**config.mk**
```make
export PLATFORM = sky130hd
export DESIGN_NAME = tdfb_flag_bank
export DESIGN_NICKNAME = d
export VERILOG_FILES = /design/src/rtl/tdfb_flag_bank.v
export VERILOG_INCLUDE_DIRS = /design/src /design/src/rtl
export SDC_FILE = /design/constraint.sdc
export NUM_CORES = 1
export LEC_CHECK = 0
export ABC_AREA = 1
export BUFFER_PORTS_ARGS = -buffer_cell sky130_fd_sc_hd__clkbuf_2
export CORE_ASPECT_RATIO = 1.75
export CORE_MARGIN = 2
export CORE_UTILIZATION = 50
export DETAILED_ROUTE_END_ITERATION = 16
export PLACE_DENSITY = 0.74
export SYNTH_ARGS = -nofsm -noshare
export SYNTH_HDL_FRONTEND = slang
export SYNTH_SLANG_ARGS = --single-unit
```
**constraint.sdc**
```tcl
create_clock -name clock -period 1.5 [get_ports clock]
set_input_delay 0.375 -clock clock [delete_from_list [all_inputs] [get_ports clock]]
set_output_delay 0.375 -clock clock [all_outputs]
set_load 0.005 [all_outputs]
```
**src/rtl/tdfb_map.vh**
```
// byte offsets, field positions and reset values of the diagnostic flag bank
`ifndef TDFB_MAP_VH
`define TDFB_MAP_VH

`define TDFB_ADDR_W           7
`define TDFB_CHANNEL_LOS      7'h03
`define TDFB_TX_FAULT         7'h04
`define TDFB_RSVD_A           7'h05
`define TDFB_TEMP_FLAGS       7'h06
`define TDFB_VCC_FLAGS        7'h07
`define TDFB_RSVD_B           7'h08
`define TDFB_RXP_CH12         7'h09
`define TDFB_RXP_CH34         7'h0A
`define TDFB_BIAS_CH12        7'h0B
`define TDFB_BIAS_CH34        7'h0C
`define TDFB_TXP_CH12         7'h0D
`define TDFB_TXP_CH34         7'h0E
`define TDFB_RSVD_SET4_LO     7'h0F
`define TDFB_RSVD_SET6_HI     7'h14
`define TDFB_RSVD_C           7'h15
`define TDFB_TEMP_HI          7'h16
`define TDFB_TEMP_LO          7'h17
`define TDFB_VCC_HI           7'h1A
`define TDFB_VCC_LO           7'h1B

// module flag nibble sits in bits 7..4, bits 3..0 reserved
`define TDFB_MOD_NIB_LSB      4
// nibble order from msb: high alarm, low alarm, high warning, low warning
`define TDFB_NIB_HA           3
`define TDFB_NIB_LA           2
`define TDFB_NIB_HW           1
`define TDFB_NIB_LW           0
// threshold word order inside a 64-bit threshold bus
`define TDFB_THR_HA_LSB       48
`define TDFB_THR_LA_LSB       32
`define TDFB_THR_HW_LSB       16
`define TDFB_THR_LW_LSB       0

`define TDFB_FLAG_RESET       8'h00
`define TDFB_ZERO_BYTE        8'h00
`define TDFB_MON_RESET        16'h0000

`endif

```
**src/rtl/tdfb_flag_bank.v**
```verilog
// latched diagnostic flag bytes and module monitor bytes of the transceiver lower page
`timescale 1ns/1ns
`include "tdfb_map.vh"

module tdfb_flag_bank #(
    parameter MON_W = 16,
    parameter CH_N  = 4
) (
    input  wire                         clock,
    input  wire                         resetn,
    input  wire                         module_reset_n,
    input  wire                         rd_strobe,
    input  wire [`TDFB_ADDR_W-1:0]      rd_addr,
    output reg  [7:0]                   rd_data,
    output reg                          rd_valid,
    input  wire [CH_N-1:0]              rx_los_in,
    input  wire [CH_N-1:0]              tx_fault_in,
    input  wire [MON_W-1:0]             temperature_in,
    input  wire [MON_W-1:0]             supply_voltage_in,
    input  wire [CH_N*MON_W-1:0]        rx_power_in,
    input  wire [CH_N*MON_W-1:0]        tx_bias_in,
    input  wire [CH_N*MON_W-1:0]        tx_power_in,
    input  wire [4*MON_W-1:0]           temp_thresh,
    input  wire [4*MON_W-1:0]           vcc_thresh,
    input  wire [4*MON_W-1:0]           rx_power_thresh,
    input  wire [4*MON_W-1:0]           tx_bias_thresh,
    input  wire [4*MON_W-1:0]           tx_power_thresh
);

    ////////////////////////////////////////////////////////////////////////////
    // threshold compare, shared by every monitored quantity
    ////////////////////////////////////////////////////////////////////////////

    // returns {high alarm, low alarm, high warning, low warning}
    // temperature is two's complement, all other quantities unsigned
    function [3:0] tdfb_cmp;
        input [MON_W-1:0]   val;
        input [4*MON_W-1:0] thr;
        input               is_signed;
        reg   [MON_W-1:0]   v;
        reg   [MON_W-1:0]   ha;
        reg   [MON_W-1:0]   la;
        reg   [MON_W-1:0]   hw;
        reg   [MON_W-1:0]   lw;
        reg   [MON_W-1:0]   flip;
        begin
            // flipping the sign bit turns a signed compare into an unsigned one
            flip = {is_signed, {(MON_W-1){1'b0}}};
            v  = val ^ flip;
            ha = thr[`TDFB_THR_HA_LSB +: MON_W] ^ flip;
            la = thr[`TDFB_THR_LA_LSB +: MON_W] ^ flip;
            hw = thr[`TDFB_THR_HW_LSB +: MON_W] ^ flip;
            lw = thr[`TDFB_THR_LW_LSB +: MON_W] ^ flip;
            tdfb_cmp[`TDFB_NIB_HA] = (v > ha);
            tdfb_cmp[`TDFB_NIB_LA] = (v < la);
            tdfb_cmp[`TDFB_NIB_HW] = (v > hw);
            tdfb_cmp[`TDFB_NIB_LW] = (v < lw);
        end
    endfunction

    // one nibble per channel, channel 1 in the top nibble of the pair
    // all channels of a quantity share one threshold set
    function [4*CH_N-1:0] tdfb_chan_cmp;
        input [CH_N*MON_W-1:0] vals;
        input [4*MON_W-1:0]    thr;
        integer                i;
        begin
            tdfb_chan_cmp = {(4*CH_N){1'b0}};
            for (i = 0; i < CH_N; i = i + 1) begin
                tdfb_chan_cmp[4*(CH_N-1-i) +: 4] =
                    tdfb_cmp(vals[i*MON_W +: MON_W], thr, 1'b0);
            end
        end
    endfunction

    // one read strobe aimed at one byte address
    // shared by the read-clear strobes and the monitor pair capture
    function tdfb_hit;
        input                    strobe;
        input [`TDFB_ADDR_W-1:0] addr;
        input [`TDFB_ADDR_W-1:0] target;
        begin
            tdfb_hit = strobe && (addr == target);
        end
    endfunction

    ////////////////////////////////////////////////////////////////////////////
    // module reset pin: three stages, level taken once stages two and three agree
    ////////////////////////////////////////////////////////////////////////////

    reg mrst_s1_reg;
    reg mrst_s2_reg;
    reg mrst_s3_reg;
    reg mrst_n_reg;

    // a single-cycle glitch on the pin never clears the flags
    // stage one feeds only stage two, so a metastable level never fans out
    always @(posedge clock or negedge resetn) begin
        if (!resetn) begin
            mrst_s1_reg <= 1'b1;
            mrst_s2_reg <= 1'b1;
            mrst_s3_reg <= 1'b1;
            mrst_n_reg  <= 1'b1;
        end else begin
            mrst_s1_reg <= module_reset_n;
            mrst_s2_reg <= mrst_s1_reg;
            mrst_s3_reg <= mrst_s2_reg;
            if (mrst_s2_reg == mrst_s3_reg) begin
                mrst_n_reg <= mrst_s3_reg;
            end
        end
    end

    ////////////////////////////////////////////////////////////////////////////
    // flag conditions
    ////////////////////////////////////////////////////////////////////////////

    wire [3:0]        temp_set;
    wire [3:0]        vcc_set;
    wire [4*CH_N-1:0] rxp_set;
    wire [4*CH_N-1:0] bias_set;
    wire [4*CH_N-1:0] txp_set;

    // threshold crossings, evaluated every cycle
    // strict compares: a value equal to a threshold raises nothing
    assign temp_set = tdfb_cmp(temperature_in, temp_thresh, 1'b1);
    assign vcc_set  = tdfb_cmp(supply_voltage_in, vcc_thresh, 1'b0);
    assign rxp_set  = tdfb_chan_cmp(rx_power_in, rx_power_thresh);
    assign bias_set = tdfb_chan_cmp(tx_bias_in, tx_bias_thresh);
    assign txp_set  = tdfb_chan_cmp(tx_power_in, tx_power_thresh);

    ////////////////////////////////////////////////////////////////////////////
    // read-clear strobes, one per flag byte
    ////////////////////////////////////////////////////////////////////////////

    wire clr_los;
    wire clr_fault;
    wire clr_temp;
    wire clr_vcc;
    wire clr_rxp12;
    wire clr_rxp34;
    wire clr_bias12;
    wire clr_bias34;
    wire clr_txp12;
    wire clr_txp34;

    // a read of a byte clears exactly the flags that byte returned
    // same address compare as the read mux, so no byte is cleared unseen
    assign clr_los    = tdfb_hit(rd_strobe, rd_addr, `TDFB_CHANNEL_LOS);
    assign clr_fault  = tdfb_hit(rd_strobe, rd_addr, `TDFB_TX_FAULT);
    assign clr_temp   = tdfb_hit(rd_strobe, rd_addr, `TDFB_TEMP_FLAGS);
    assign clr_vcc    = tdfb_hit(rd_strobe, rd_addr, `TDFB_VCC_FLAGS);
    assign clr_rxp12  = tdfb_hit(rd_strobe, rd_addr, `TDFB_RXP_CH12);
    assign clr_rxp34  = tdfb_hit(rd_strobe, rd_addr, `TDFB_RXP_CH34);
    assign clr_bias12 = tdfb_hit(rd_strobe, rd_addr, `TDFB_BIAS_CH12);
    assign clr_bias34 = tdfb_hit(rd_strobe, rd_addr, `TDFB_BIAS_CH34);
    assign clr_txp12  = tdfb_hit(rd_strobe, rd_addr, `TDFB_TXP_CH12);
    assign clr_txp34  = tdfb_hit(rd_strobe, rd_addr, `TDFB_TXP_CH34);

    ////////////////////////////////////////////////////////////////////////////
    // latched flags: set wins over a read-clear in the same cycle; the module reset pin wins over both
    ////////////////////////////////////////////////////////////////////////////

    reg  [CH_N-1:0]   los_reg;
    reg  [CH_N-1:0]   fault_reg;
    reg  [3:0]        temp_flag_reg;
    reg  [3:0]        vcc_flag_reg;
    reg  [4*CH_N-1:0] rxp_flag_reg;
    reg  [4*CH_N-1:0] bias_flag_reg;
    reg  [4*CH_N-1:0] txp_flag_reg;

    wire [CH_N-1:0]   los_next;
    wire [CH_N-1:0]   fault_next;
    wire [3:0]        temp_flag_next;
    wire [3:0]        vcc_flag_next;
    wire [4*CH_N-1:0] rxp_flag_next;
    wire [4*CH_N-1:0] bias_flag_next;
    wire [4*CH_N-1:0] txp_flag_next;

    // pair halves: upper byte holds channels 1 and 2, lower byte 3 and 4
    assign los_next       = (los_reg & {CH_N{~clr_los}}) | rx_los_in;
    assign fault_next     = (fault_reg & {CH_N{~clr_fault}}) | tx_fault_in;
    assign temp_flag_next = (temp_flag_reg & {4{~clr_temp}}) | temp_set;
    assign vcc_flag_next  = (vcc_flag_reg & {4{~clr_vcc}}) | vcc_set;
    assign rxp_flag_next  = (rxp_flag_reg & {{8{~clr_rxp12}}, {8{~clr_rxp34}}})
                            | rxp_set;
    assign bias_flag_next = (bias_flag_reg & {{8{~clr_bias12}}, {8{~clr_bias34}}})
                            | bias_set;
    assign txp_flag_next  = (txp_flag_reg & {{8{~clr_txp12}}, {8{~clr_txp34}}})
                            | txp_set;

    // module reset pin holds every flag clear once it has been asserted for two cycles or more
    // the pin acts as a level through mrst_n_reg, four clocks late: flags stay clear until four clocks after it rises
    always @(posedge clock or negedge resetn) begin
        if (!resetn) begin
            los_reg       <= {CH_N{1'b0}};
            fault_reg     <= {CH_N{1'b0}};
            temp_flag_reg <= 4'h0;
            vcc_flag_reg  <= 4'h0;
            rxp_flag_reg  <= {(4*CH_N){1'b0}};
            bias_flag_reg <= {(4*CH_N){1'b0}};
            txp_flag_reg  <= {(4*CH_N){1'b0}};
        end else if (!mrst_n_reg) begin
            los_reg       <= {CH_N{1'b0}};
            fault_reg     <= {CH_N{1'b0}};
            temp_flag_reg <= 4'h0;
            vcc_flag_reg  <= 4'h0;
            rxp_flag_reg  <= {(4*CH_N){1'b0}};
            bias_flag_reg <= {(4*CH_N){1'b0}};
            txp_flag_reg  <= {(4*CH_N){1'b0}};
        end else begin
            los_reg       <= los_next;
            fault_reg     <= fault_next;
            temp_flag_reg <= temp_flag_next;
            vcc_flag_reg  <= vcc_flag_next;
            rxp_flag_reg  <= rxp_flag_next;
            bias_flag_reg <= bias_flag_next;
            txp_flag_reg  <= txp_flag_next;
        end
    end

    ////////////////////////////////////////////////////////////////////////////
    // module monitor values
    ////////////////////////////////////////////////////////////////////////////

    reg  [MON_W-1:0] temp_mon_reg;
    reg  [MON_W-1:0] vcc_mon_reg;

    // sampled every cycle; the pair logic below keeps an msb then lsb read coherent
    always @(posedge clock or negedge resetn) begin
        if (!resetn) begin
            temp_mon_reg <= `TDFB_MON_RESET;
            vcc_mon_reg  <= `TDFB_MON_RESET;
        end else begin
            temp_mon_reg <= temperature_in;
            vcc_mon_reg  <= supply_voltage_in;
        end
    end

    ////////////////////////////////////////////////////////////////////////////
    // monitor pairs: the low byte is frozen when its high byte is read
    ////////////////////////////////////////////////////////////////////////////

    wire       temp_hi_rd;
    wire       vcc_hi_rd;
    wire [7:0] temp_lo_byte;
    wire [7:0] vcc_lo_byte;
    reg        temp_pair_reg;
    reg        vcc_pair_reg;
    reg  [7:0] temp_lo_hold_reg;
    reg  [7:0] vcc_lo_hold_reg;

    // a host reading msb then lsb must not see a carry slip between the two reads
    assign temp_hi_rd = tdfb_hit(rd_strobe, rd_addr, `TDFB_TEMP_HI);
    assign vcc_hi_rd  = tdfb_hit(rd_strobe, rd_addr, `TDFB_VCC_HI);

    // any other read ends the pair, so a lone lsb read shows the live value
    always @(posedge clock or negedge resetn) begin
        if (!resetn) begin
            temp_pair_reg    <= 1'b0;
            vcc_pair_reg     <= 1'b0;
            temp_lo_hold_reg <= `TDFB_ZERO_BYTE;
            vcc_lo_hold_reg  <= `TDFB_ZERO_BYTE;
        end else begin
            if (rd_strobe) begin
                temp_pair_reg <= temp_hi_rd;
                vcc_pair_reg  <= vcc_hi_rd;
            end
            if (temp_hi_rd) begin
                temp_lo_hold_reg <= temp_mon_reg[7:0];
            end
            if (vcc_hi_rd) begin
                vcc_lo_hold_reg <= vcc_mon_reg[7:0];
            end
        end
    end

    // lsb of a pair comes from the sample its msb was taken from
    // limitation: the pair only holds while no other byte is read in between
    assign temp_lo_byte = temp_pair_reg ? temp_lo_hold_reg : temp_mon_reg[7:0];
    assign vcc_lo_byte  = vcc_pair_reg ? vcc_lo_hold_reg : vcc_mon_reg[7:0];

    ////////////////////////////////////////////////////////////////////////////
    // read port toward the serial engine
    ////////////////////////////////////////////////////////////////////////////

    reg  [7:0] rd_mux;

    // reserved and unmapped bytes fall to zero; there is no write path at all
    // limitation: bytes past 33 belong to other blocks and also read zero here
    always @* begin
        case (rd_addr)
            `TDFB_CHANNEL_LOS: rd_mux = {4'h0, los_reg};
            `TDFB_TX_FAULT:    rd_mux = {4'h0, fault_reg};
            `TDFB_TEMP_FLAGS:  rd_mux = {temp_flag_reg, 4'h0};
            `TDFB_VCC_FLAGS:   rd_mux = {vcc_flag_reg, 4'h0};
            `TDFB_RXP_CH12:    rd_mux = rxp_flag_reg[15:8];
            `TDFB_RXP_CH34:    rd_mux = rxp_flag_reg[7:0];
            `TDFB_BIAS_CH12:   rd_mux = bias_flag_reg[15:8];
            `TDFB_BIAS_CH34:   rd_mux = bias_flag_reg[7:0];
            `TDFB_TXP_CH12:    rd_mux = txp_flag_reg[15:8];
            `TDFB_TXP_CH34:    rd_mux = txp_flag_reg[7:0];
            `TDFB_TEMP_HI:     rd_mux = temp_mon_reg[15:8];
            `TDFB_TEMP_LO:     rd_mux = temp_lo_byte;
            `TDFB_VCC_HI:      rd_mux = vcc_mon_reg[15:8];
            `TDFB_VCC_LO:      rd_mux = vcc_lo_byte;
            default:           rd_mux = `TDFB_ZERO_BYTE;
        endcase
    end

    // data is taken at the strobe edge, the same edge that clears the byte
    // rd_data then holds between reads, so a slow engine may fetch it late
    always @(posedge clock or negedge resetn) begin
        if (!resetn) begin
            rd_data  <= `TDFB_ZERO_BYTE;
            rd_valid <= 1'b0;
        end else begin
            rd_valid <= rd_strobe;
            if (rd_strobe) begin
                rd_data <= rd_mux;
            end
        end
    end

endmodule

```
==> run_results.csv <==
group,metric,value,unit
pwr,max-vdd-ir-drop,0.555,mV
final_layout,regArea,3190,um2
route,wl_per_cell,16.8,um
global_route,grt_first_pass_wirelength,139000,um
placed_design,dp_hpwl,80300,um
final_layout,drive_gt1_frac,0.184,
worst_hold_path,hold_depth,1,
pwr,comb_power_share,0.500,
synthesis,synthFlopType,"dfrtp_1",
global_route,grtUsageTotal,0.331,
worst_setup_path,cp-end-kind,"flop",
worst_hold_path,holdPathEnd,"mrst_s1_reg",
clock_network,cts.htree.levels,4,
timing,clock.fmax,685,MHz
worst_setup_path,arrival,1740,ps
synthesis,synth-async-reset-ratio,1.00,
global_route,overflow,0,
worst_setup_path,r2r_end,"rd_data[6]",
worst_setup_path,cp_max_fo,4,
die,rows,110,
route,num_vias,27800,
route,drc,0,
worst_hold_path,hold_path.class,"in -> reg",
placed_design,routabilityCongestion,0.972,
synthesis,yosysMostFrequentCell,"nand2_1",
worst_hold_path,hp-start,"module_reset_n",
global_route,grt_max_degree,65,
die,die_x,176,um
timing,slew_violations,0,
synthesis,synth_top_area_share,0.417,
route,post_drt_via_cell_ratio,5.21,
pwr,p_clk_frac,0.251,
synthesis,synth_top_area_cell,"ha_1",
placed_design,placed_cells,5315,
worst_setup_path,cpMostUsedCell,"nand2_1",
worst_setup_path,worstPathRequired,1780,ps
synthesis,synthesis.area,26000,um2
global_route,grt_pass1_vias,27600,
timing,finalCriticalPeriod,1460,ps
final_layout,nFillCells,4934,
clock_network,clock-sinks,127,
timing,hold_violations,0,
route,first_pass_iters,6,
route,drt_iter0_drc,1204,
route,drt-total-wl,89800,um
synthesis,synth-seq-area-share,0.122,
final_layout,multi_input_area,20600,um2
final_layout,fin_nets,6094,
worst_setup_path,r2r_start,"vcc_pair_reg",
synthesis,synthTopCellsByCount,"nand2_1, ha_1, inv_1",
worst_setup_path,crit_type,"in -> reg",
worst_setup_path,rr_worst_depth,8,
worst_setup_path,cp-start-kind,"input port",
clock_network,cts_tree,"done",
die,dieArea,54000,um2
clock_network,post_cts_buffers,0,
worst_setup_path,cpPeakStageDelay,330,ps
job,cap_violations,0,
timing,finalCritPeriodShare,0.974,
final_layout,final_cells,5349,
clock_network,clockBufferDepth,2,
die,pin_count,572,
final_layout,stdcell_area,32100,um2
final_layout,syn2layout_area_growth,23.4,%
synthesis,yosys_warnings,0,
pwr,internal_power,9430,uW
clock_network,numCtsBuffers,17,
synthesis,synth-edff-count,0,
timing,grt_setup_unrepaired,"no",
synthesis,synth_area_leaders,"ha_1, nand2_1, dfrtp_1, inv_1, a21oi_1",
synthesis,avgSynthCellArea,6.74,um2
pwr,seqPwrFrac,0.249,
worst_setup_path,worstPathCellList,"clkbuf_2 > ha_1 > nand2_1 > inv_1 > nand3_1 > nor3_1 > buf_4 > nand2_1 > nand2_1 > a21oi_1",
timing,setup_viol,0,
placed_design,placed_area,31500,um2
worst_setup_path,reg2reg_slack,130,ps
synthesis,ys_ff_latch,127,
clock_network,cts_root_buffer,"clkbuf_16",
clock_network,cts.reportedPaths.clkPinSlew,60,ps
global_route,antenna_found_initial,0,
timing,worst_slew_pin_slew,400,ps
timing,slew_headroom,0.732,
die,die_h,306,um
pwr,p_per_area,500,nW/um2
synthesis,synth_cells,3864,
pwr,switchingPower,6620,uW
run_status,outcome,"completed",
die,core-area,51500,um2
worst_setup_path,cpMaxStageDelayCell,"ha_1",
placed_design,numPortBuffers,571,
synthesis,synth_nets,5295,
pwr,switching_share,0.413,
clock_network,clk_latency,420,ps
die,start_util,0.506,
timing,whs,54.3,ps
pwr,p_leak,0.0201,uW
synthesis,ys_types,24,
route,antenna_left,0,
timing,fin_skew,10.8,ps
==> layout make-up <==
class	count	share of cell area
repair buffers	798	0.147
flip-flops and latches	127	0.0992
diodes	1	0.0000779
well taps	672	0.0262
multi-input cells	3129	0.640
inverters	590	0.0691
clock inverters	14	0.00460
clock buffers	18	0.0134
==> worst max path at each step <==
stage                     depth (start not counted)           startpoint                to
after detailed placement                          7      tx_power_in[47]   txp_flag_reg[7]
after floorplan                                   7   temperature_in[15]  temp_flag_reg[1]
after global placement                            8  tx_power_thresh[63]   txp_flag_reg[7]
after global routing                             13   tx_power_thresh[1]  txp_flag_reg[12]
after CTS                                         7         vcc_pair_reg        rd_data[6]
final                                            10      tx_power_in[15]  txp_flag_reg[12]
==> power groups by stage <==
| stage | Combinational (uW) | Clock [uW] | Sequential, uW |
|---|---|---|---|
| floorplan | 4580 | 0 | 3950 |
| global placement | 7710 | 0 | 4050 |
| detailed placement | 7930 | 0 | 4050 |
| CTS | 7980 | 4110 | 3990 |
| global route | 9220 | 4240 | 4030 |
| finish | 8020 | 4030 | 4000 |
==> placed cells by master (no fill, tap or decap), drive strengths merged <==
master / synthesis / routed
clkbuf: 8 / 588
dfstp: 4 / 4
dfrtp: 123 / 123
diode: 0 / 1
dlygate4sd3: 0 / 1
nand3: 131 / 131
maj3: 1 / 1
a21o: 28 / 28
inv: 589 / 595
nand4: 28 / 28
nand2: 1199 / 1199
nor2: 245 / 245
bufinv: 0 / 1
clkinv: 1 / 5
nor3: 85 / 85
clkinvlp: 0 / 3
o21ai: 116 / 116
ha: 868 / 868
a21oi: 428 / 428
buf: 10 / 227
==> kinds of logic (layout without fill, tap and decap cells) <==
group / Yosys count / in the layout / share of synthesized area
other cells: 0 / 1 / 0
fa+ha+maj: 869 / 869 / 0.418
compound gates: 572 / 572 / 0.113
flops: 127 / 127 / 0.122
simple gates: 1688 / 1688 / 0.259
buf+inv: 608 / 1420 / 0.0887
==> through the flow <==
step	util	total power, uW	TNS (ps)	worst slack (ps)
finish	0.624	16000	0	39.5
global route	0.624	17500	0	1.28
CTS	0.623	16100	0	19.6
detailed placement	0.612	12000	-18230	-443
global placement	0.612	11800	-17090	-426
floorplan	-	8530	0	153
==> per-layer routing <==
metal / up-vias / track usage / part of all wire
met5: - / 0 / 0
li1: 14400 / - / -
met2: 913 / 0.630 / 0.52
met3: 305 / 0.0451 / 0.048
met1: 12200 / 0.325 / 0.35
met4: 0 / 0.229 / 0.079
==> worst max-delay path, delay by kind of cell <==
family / cells / cell delay (ps)
buffers and inverters: 3 / 400
AOI/OAI and AO/OA: 1 / 60
adders and majority gates: 1 / 330
and+or+nand+nor: 5 / 570
==> what timing repair did <==
action | CTS | global route
hold buffers | 1 | 0
pin swaps | 0 | 0
gates resized for setup | 1 | 10
hold endpoints to repair | 22 | 0
setup endpoints to repair | 1 | 13
(Power assumes the default switching activity.)
